$ cat config.mk
export PLATFORM = sky130hd
export DESIGN_NAME = csp_status_regs
export DESIGN_NICKNAME = d
export VERILOG_FILES = /design/src/design/csp_pkg.sv /design/src/design/csp_flag_if.sv /design/src/design/csp_flag_alu.sv /design/src/design/csp_status_regs.sv
export SDC_FILE = /design/constraint.sdc
export NUM_CORES = 1
export LEC_CHECK = 0
export ABC_AREA = 1
export BUFFER_PORTS_ARGS = -buffer_cell sky130_fd_sc_hd__buf_2
export CORE_ASPECT_RATIO = 0.6
export CORE_MARGIN = 2
export CORE_UTILIZATION = 52
export DETAILED_ROUTE_END_ITERATION = 7
export GPL_ROUTABILITY_DRIVEN = 0
export PLACE_DENSITY = 0.93
export REMOVE_ABC_BUFFERS = 1
export SETUP_SLACK_MARGIN = 0.3
export SYNTH_ARGS = -nofsm -noshare
export SYNTH_HDL_FRONTEND = slang
export SYNTH_HIERARCHICAL = 1
export SYNTH_SLANG_ARGS = --single-unit
$ cat constraint.sdc
create_clock -name sys_clk -period 3.6 [get_ports sys_clk]
set_input_delay 0.54 -clock sys_clk [delete_from_list [all_inputs] [get_ports sys_clk]]
set_output_delay 0.54 -clock sys_clk [all_outputs]
set_load 0.02 [all_outputs]
$ cat src/design/csp_pkg.sv
package csp_pkg;
  localparam logic [7:0] STATUS_ADDR = 8'h03;
  localparam int WAKE_BIT = 7;
  localparam int RSVD_BIT = 6;
  localparam int PAGE_BIT = 5;
  localparam int TIMEOUT_BIT = 4;
  localparam int PWRDN_BIT = 3;
  localparam int Z_BIT = 2;
  localparam int DIGIT_BIT = 1;
  localparam int C_BIT = 0;
  localparam int PC_PAGE_BIT = 9;
  localparam int CFG_CS_BIT = 5;
  localparam int CFG_PU_BIT = 6;
  localparam int CFG_WU_BIT = 7;
  localparam logic [7:0] CFG_RESET = 8'hFF;
  localparam logic [7:0] STATUS_POR = 8'h18;
  localparam logic [7:0] FLAG_MASK = 8'h07;
  localparam logic [7:0] WRITE_MASK = 8'hA7;
  localparam int NIBBLE = 4;
  typedef enum logic [2:0] {
    CSP_ALU_NONE, CSP_ALU_LOGIC, CSP_ALU_ADD, CSP_ALU_SUB, CSP_ALU_ROR,
    CSP_ALU_ROL
  } csp_alu_e;
endpackage

$ cat src/design/csp_flag_if.sv
`timescale 1ns/1ps
interface csp_flag_if;
  logic [7:0] opA;
  logic [7:0] opB;
  csp_pkg::csp_alu_e op;
  logic [7:0] result;
  logic zero;
  logic digitCarry;
  logic carry;
  logic zUpd;
  logic digitUpd;
  logic cUpd;
  modport core (output opA, opB, op, input result, zero, digitCarry,
    carry, zUpd, digitUpd, cUpd);
  modport alu (input opA, opB, op, output result, zero, digitCarry,
    carry, zUpd, digitUpd, cUpd);
endinterface

$ cat src/design/csp_flag_alu.sv
`timescale 1ns/1ps
module csp_flag_alu (
  csp_flag_if.alu f
);
  logic [8:0] sum;
  logic [4:0] low;
  always_comb begin
    sum = 9'h000;
    low = 5'h00;
    f.result = f.opA;
    f.digitCarry = 1'b0;
    f.carry = 1'b0;
    f.zUpd = 1'b0;
    f.digitUpd = 1'b0;
    f.cUpd = 1'b0;
    case (f.op)
      csp_pkg::CSP_ALU_LOGIC: begin
        f.zUpd = 1'b1;
      end
      csp_pkg::CSP_ALU_ADD: begin
        sum = {1'b0, f.opA} + {1'b0, f.opB};
        low = {1'b0, f.opA[3:0]} + {1'b0, f.opB[3:0]};
        f.result = sum[7:0];
        f.digitCarry = low[csp_pkg::NIBBLE];
        f.carry = sum[8];
        f.zUpd = 1'b1;
        f.digitUpd = 1'b1;
        f.cUpd = 1'b1;
      end
      csp_pkg::CSP_ALU_SUB: begin
        sum = {1'b0, f.opA} + {1'b0, ~f.opB} + 9'h001;
        low = {1'b0, f.opA[3:0]} + {1'b0, ~f.opB[3:0]} + 5'h01;
        f.result = sum[7:0];
        f.digitCarry = low[csp_pkg::NIBBLE];
        f.carry = sum[8];
        f.zUpd = 1'b1;
        f.digitUpd = 1'b1;
        f.cUpd = 1'b1;
      end
      csp_pkg::CSP_ALU_ROR: begin
        f.result = {f.opB[0], f.opA[7:1]};
        f.carry = f.opA[0];
        f.cUpd = 1'b1;
      end
      csp_pkg::CSP_ALU_ROL: begin
        f.result = {f.opA[6:0], f.opB[0]};
        f.carry = f.opA[7];
        f.cUpd = 1'b1;
      end
      default: begin
      end
    endcase
    f.zero = (f.result == 8'h00);
  end
endmodule // csp_flag_alu

$ cat src/design/csp_status_regs.sv
`timescale 1ns/1ps
module csp_status_regs #(
  parameter int PINS = 6,
  parameter int CLK_PIN = 2
) (
  input wire logic sys_clk,
  input wire logic srst,
  input wire logic powerUp,
  input wire logic wakeReset,
  input wire logic wrEn,
  input wire logic [7:0] wrAddr,
  input wire logic [7:0] wrData,
  input wire logic [7:0] opA,
  input wire logic [7:0] opB,
  input wire csp_pkg::csp_alu_e aluOp,
  input wire logic aluEn,
  input wire logic watchdogClearInstr,
  input wire logic sleepInstr,
  input wire logic watchdogExpire,
  input wire logic cfgLoadInstr,
  input wire logic [7:0] workingReg,
  input wire logic jumpInstr,
  input wire logic [8:0] jumpTarget,
  input wire logic [PINS-1:0] pinDirectionBits,
  output logic [7:0] statusRd,
  output logic [7:0] aluResult,
  output logic [9:0] jumpPc,
  output logic timerClockSourceSelect,
  output logic [PINS-1:0] wakeEnable,
  output logic [PINS-1:0] pullUpEnable,
  output logic [PINS-1:0] pinDirEff
);
  csp_flag_if f();
  csp_flag_alu uAlu (.f(f));
  logic [7:0] status_r, status_nxt;
  logic [7:0] cfg_r, cfg_nxt;
  logic [9:0] jumpPc_r, jumpPc_nxt;
  logic [PINS-1:0] wake_r, wake_nxt, pull_r, pull_nxt, dir_r, dir_nxt;
  logic [7:0] res_r, res_nxt;
  logic stWr;
  assign f.opA = opA;
  assign f.opB = opB;
  assign f.op = aluEn ? aluOp : csp_pkg::CSP_ALU_NONE;
  assign stWr = wrEn && (wrAddr == csp_pkg::STATUS_ADDR);
  always_comb begin
    status_nxt = status_r;
    if (stWr) begin
      status_nxt = (status_r & ~csp_pkg::WRITE_MASK)
        | (wrData & csp_pkg::WRITE_MASK);
    end
    if (f.zUpd) begin
      status_nxt[csp_pkg::Z_BIT] = f.zero;
    end
    if (f.digitUpd) begin
      status_nxt[csp_pkg::DIGIT_BIT] = f.digitCarry;
    end
    if (f.cUpd) begin
      status_nxt[csp_pkg::C_BIT] = f.carry;
    end
    if (watchdogClearInstr) begin
      status_nxt[csp_pkg::TIMEOUT_BIT] = 1'b1;
      status_nxt[csp_pkg::PWRDN_BIT] = 1'b1;
    end
    if (sleepInstr) begin
      status_nxt[csp_pkg::TIMEOUT_BIT] = 1'b1;
      status_nxt[csp_pkg::PWRDN_BIT] = 1'b0;
    end
    if (watchdogExpire) begin
      status_nxt[csp_pkg::TIMEOUT_BIT] = 1'b0;
    end
    status_nxt[csp_pkg::RSVD_BIT] = 1'b0;
    if (powerUp) begin
      status_nxt = csp_pkg::STATUS_POR;
      status_nxt[csp_pkg::C_BIT] = status_r[csp_pkg::C_BIT];
      status_nxt[csp_pkg::DIGIT_BIT] = status_r[csp_pkg::DIGIT_BIT];
      status_nxt[csp_pkg::Z_BIT] = status_r[csp_pkg::Z_BIT];
    end else if (srst) begin
      status_nxt[csp_pkg::WAKE_BIT] = wakeReset;
      status_nxt[csp_pkg::PAGE_BIT] = 1'b0;
      status_nxt[csp_pkg::RSVD_BIT] = 1'b0;
    end
  end
  always_comb begin
    cfg_nxt = cfg_r;
    if (cfgLoadInstr) begin
      cfg_nxt = workingReg;
    end
    if (srst || powerUp) begin
      cfg_nxt = csp_pkg::CFG_RESET;
    end
  end
  always_comb begin
    jumpPc_nxt = jumpPc_r;
    if (jumpInstr) begin
      jumpPc_nxt = {status_r[csp_pkg::PAGE_BIT], jumpTarget};
    end
    if (srst) begin
      jumpPc_nxt = 10'h000;
    end
  end
  genvar i;
  for (i = 0; i < PINS; i++) begin : g_pin
    always_comb begin
      wake_nxt[i] = pinDirectionBits[i]
        && !cfg_r[csp_pkg::CFG_WU_BIT];
      pull_nxt[i] = pinDirectionBits[i]
        && !cfg_r[csp_pkg::CFG_PU_BIT];
      dir_nxt[i] = pinDirectionBits[i];
      if (i == CLK_PIN && cfg_r[csp_pkg::CFG_CS_BIT]) begin
        dir_nxt[i] = 1'b1;
      end
      if (srst) begin
        wake_nxt[i] = 1'b0;
        pull_nxt[i] = 1'b0;
        dir_nxt[i] = 1'b1;
      end
    end
  end
  always_comb begin
    res_nxt = srst ? 8'h00 : f.result;
  end
  always_ff @(posedge sys_clk) begin
    status_r <= status_nxt;
    cfg_r <= cfg_nxt;
    jumpPc_r <= jumpPc_nxt;
    wake_r <= wake_nxt;
    pull_r <= pull_nxt;
    dir_r <= dir_nxt;
    res_r <= res_nxt;
  end
  assign statusRd = status_r;
  assign aluResult = res_r;
  assign jumpPc = jumpPc_r;
  assign timerClockSourceSelect = cfg_r[csp_pkg::CFG_CS_BIT];
  assign wakeEnable = wake_r;
  assign pullUpEnable = pull_r;
  assign pinDirEff = dir_r;
endmodule // csp_status_regs
==> flow_metrics.tcl <==
set metrics [dict create \
    hold_path_startpoint "watchdogExpire" \
    overflow 0 \
    criticalPathCategory "input port to flip-flop" \
    worst_setup_path_end_kind "flip-flop" \
    cp_top_family "buffers and inverters" \
    insertedDiodeCount 0 \
    htree_num_levels 2 \
    critical_path.reg2reg.endpoint "pullUpEnable[0]" \
    tightestPinTransition_ps 514 \
    finalWirelength_um 7480 \
    slew_headroom_pct 65.7 \
    yosysWarningCount 6 \
    final.hold.worst_slack_ps 438 \
    post_synth_design_cell_area_um2 2750 \
    initialDrtViolationCount 291 \
    holdPathEnd "statusRd[4]" \
    fmax_mhz 427 \
    antenna_left 0 \
    grt_max_degree 19 \
    finalCriticalPeriod_ps 2340 \
    layout_worst_path_cycle_share_pct 65.1 \
    critical_path.n_buffers_inverters 4 \
    synth_area_per_cell_um2 6.50 \
    area_growth_pct 24.0 \
    routed_via_density 5.03 \
    fp.dieArea_um2 5910 \
    drt_pass1_iterations 5 \
    hold_buffers 0 \
    synthCells 423 \
    worst-endpoint-arrival_ps 2410 \
    post_cts_buffers 0 \
    cts_made_buffers 5 \
    met3_length_um 695 \
    power_per_cell_area_nw_per_um2 361 \
    timing.max_cap.violations 0 \
    share_of_cells_above_drive_strength_1_pct 25.2 \
    final.setup.tns_ps 0 \
    post_dp_cell_area_um2 3300 \
    fin_util_pct 67.1 \
    drcViolationCount 0 \
    wire_per_inst_um 12.6 \
    worst_setup_path_start_kind "input port" \
    min_delay_path_depth 2 \
    root_buffer "clkbuf_8" \
    crit_path_cell_trace "buf_2, nand2_1, inv_1, inv_2, ha_1, clkinv_1, o21ai_0, nor2_2, nor2_2, nor2_2, nand3_1, nor3_2, nand2_1, nand2_1" \
    maxSlewViolCount 0 \
    grt_antenna_before_repair 0 \
    hold_path.class "input port to flip-flop" \
    hold_viol_final 0 \
    wl_met1_um 3360 \
    layout.cell_area.non_filler_um2 3410 \
    regToRegSetupSlack_ps 2750 \
    vias 2982 \
    via_count_of_the_first_global_routing_pass 2606 \
    status "finished clean" \
    cts.sink_count 46 \
    start_util_pct 54.1 \
    cts.path.max_buffers 2 \
    setup_viol 0 \
    finalNetCount 614 \
    placed_wire_length_estimate_um 6110 \
    met2RoutedLength_um 3320 \
    r2r.worst_path.cells 2 \
    postSynthRegisterBits 46 \
    max-vdd-ir-drop_mv 0.194 \
    gr-usage-all-layers_pct 24.7 \
    grt_setup_unrepaired "false" \
    synth-seq-area-share_pct 34.6 \
    critical_path.max_fanout 11 \
    core_um2 5080 \
    worst_r2r_startpoint "cfg_r[6]" \
    grt_first_pass_wirelength_um 11600 \
    clkSlewWorstSetupHoldPaths_ps 80 \
    io_buffers 104 \
    rows 20 \
    maxUsedRoutingLayer "met4" \
    finClkSkew_ps 4.83 \
    die_y_um 60.3 \
    clock_tree_from_tritoncts "built" \
    cts.repair.resized 0 \
    ios 114 \
    insertion_delay_ps 300 \
    leakagePower_nw 1.99 \
    synth.distinct_cells 35 \
    worstPathRequired_ps 3660 \
    critical_path.max_stage_delay_ps 450 \
    cp_max_delay_cell "ha_1" \
    chipWidth_um 97.9 \
]
-- placed cells by master (no fill, tap or decap), types with 3 or more instances in the layout --
master,synthesis,layout
clkbuf_8,0,5
nand2_1,97,97
inv_1,79,79
buf_2,3,104
dfxtp_1,43,43
nand3_1,39,39
nand4_1,3,3
nor2_1,62,62
edfxtp_1,3,3
inv_2,8,8
nor2_2,6,6
a21oi_1,13,13
o21ai_0,21,21
ha_1,17,17
-- metrics by stage --
step,power (mW),setup slack [ps],cells
global placement,0.867,1050,585
finish,1.23,1260,593
global route,1.30,1110,593
detailed placement,0.883,980,585
floorplan,0.768,1440,415
CTS,1.23,1300,593
-- registers in the layout (all words and copies together), names as in the netlist --
| signal | flops |
|---|---|
| aluResult | 8 |
| cfg_r | 3 |
| jumpPc | 10 |
| pinDirEff | 6 |
| pullUpEnable | 6 |
| statusRd | 7 |
| wakeEnable | 6 |
-- worst max-delay path by stage --
stage | startpoint | to | slack (ps) | cells past startpoint
2_1_floorplan | aluOp[2] | statusRd[2] | 1440 | 13
3_3_place_gp | aluEn | statusRd[2] | 1050 | 14
3_5_place_dp | aluEn | statusRd[2] | 980 | 14
4_1_cts | aluEn | statusRd[2] | 1300 | 14
5_1_grt | aluEn | statusRd[2] | 1110 | 14
6_report | aluEn | statusRd[2] | 1260 | 14
-- power breakdown --
part,internal [mW],switching (mW),total (mW)
clock network,0.180,0.173,0.353
logic,0.113,0.215,0.328
registers,0.541,0.00967,0.551
total,0.834,0.398,1.23
-- worst register-to-register path: cells and delay by family, from the launching register on --
kind	cells	cell delay, ps
AND/OR/NAND/NOR	2	470
flip-flops	1	320
-- layout make-up --
type,count,area (um2)
multi-input cells,280,1420
clock buffers,6,93.8
flip-flops and latches,46,951
fillers,451,1670
repair buffers,104,520
clock inverters,2,13.8
well taps,66,82.6
inverters,89,334
-- kinds of logic (layout without fill, tap and decap cells) --
kind of cell	after synthesis	after routing	synth area share (%)
buffers and inverters	97	201	14.0
adder cells (fa/ha/maj)	19	19	9.19
other	1	1	0.136
AND/OR/NAND/NOR	218	218	33.9
flip-flops	46	46	34.6
AO/OA/AOI/OAI	42	42	8.19
-- metal layers --
metal / track usage [%] / vias up
met5: 0 / -
met4: 7.14 / 0
met3: 4.95 / 13
met2: 40.8 / 164
met1: 33.9 / 1303
li1: - / 1502
-- cells in the mapped netlist, drive strengths merged --
library cell | number | area [um2]
nand3b | 2 | 15.0
buf | 6 | 41.3
o211ai | 1 | 7.51
nor3 | 3 | 20.0
nand2 | 98 | 370
conb | 1 | 3.75
inv | 87 | 327
a21oi | 14 | 73.8
clkinv | 2 | 7.51
nor2 | 69 | 282
edfxtp | 3 | 90.1
a31oi | 1 | 6.26
fa | 2 | 40.0
ha | 17 | 213
o22ai | 2 | 12.5
a211oi | 1 | 7.51
nand4 | 3 | 18.8
o21ai | 22 | 110
o31ai | 1 | 7.51
clkbuf | 2 | 8.75
dfxtp | 43 | 861
nand3 | 41 | 215
or2 | 2 | 12.5
Power figures use the tool's default switching activity.
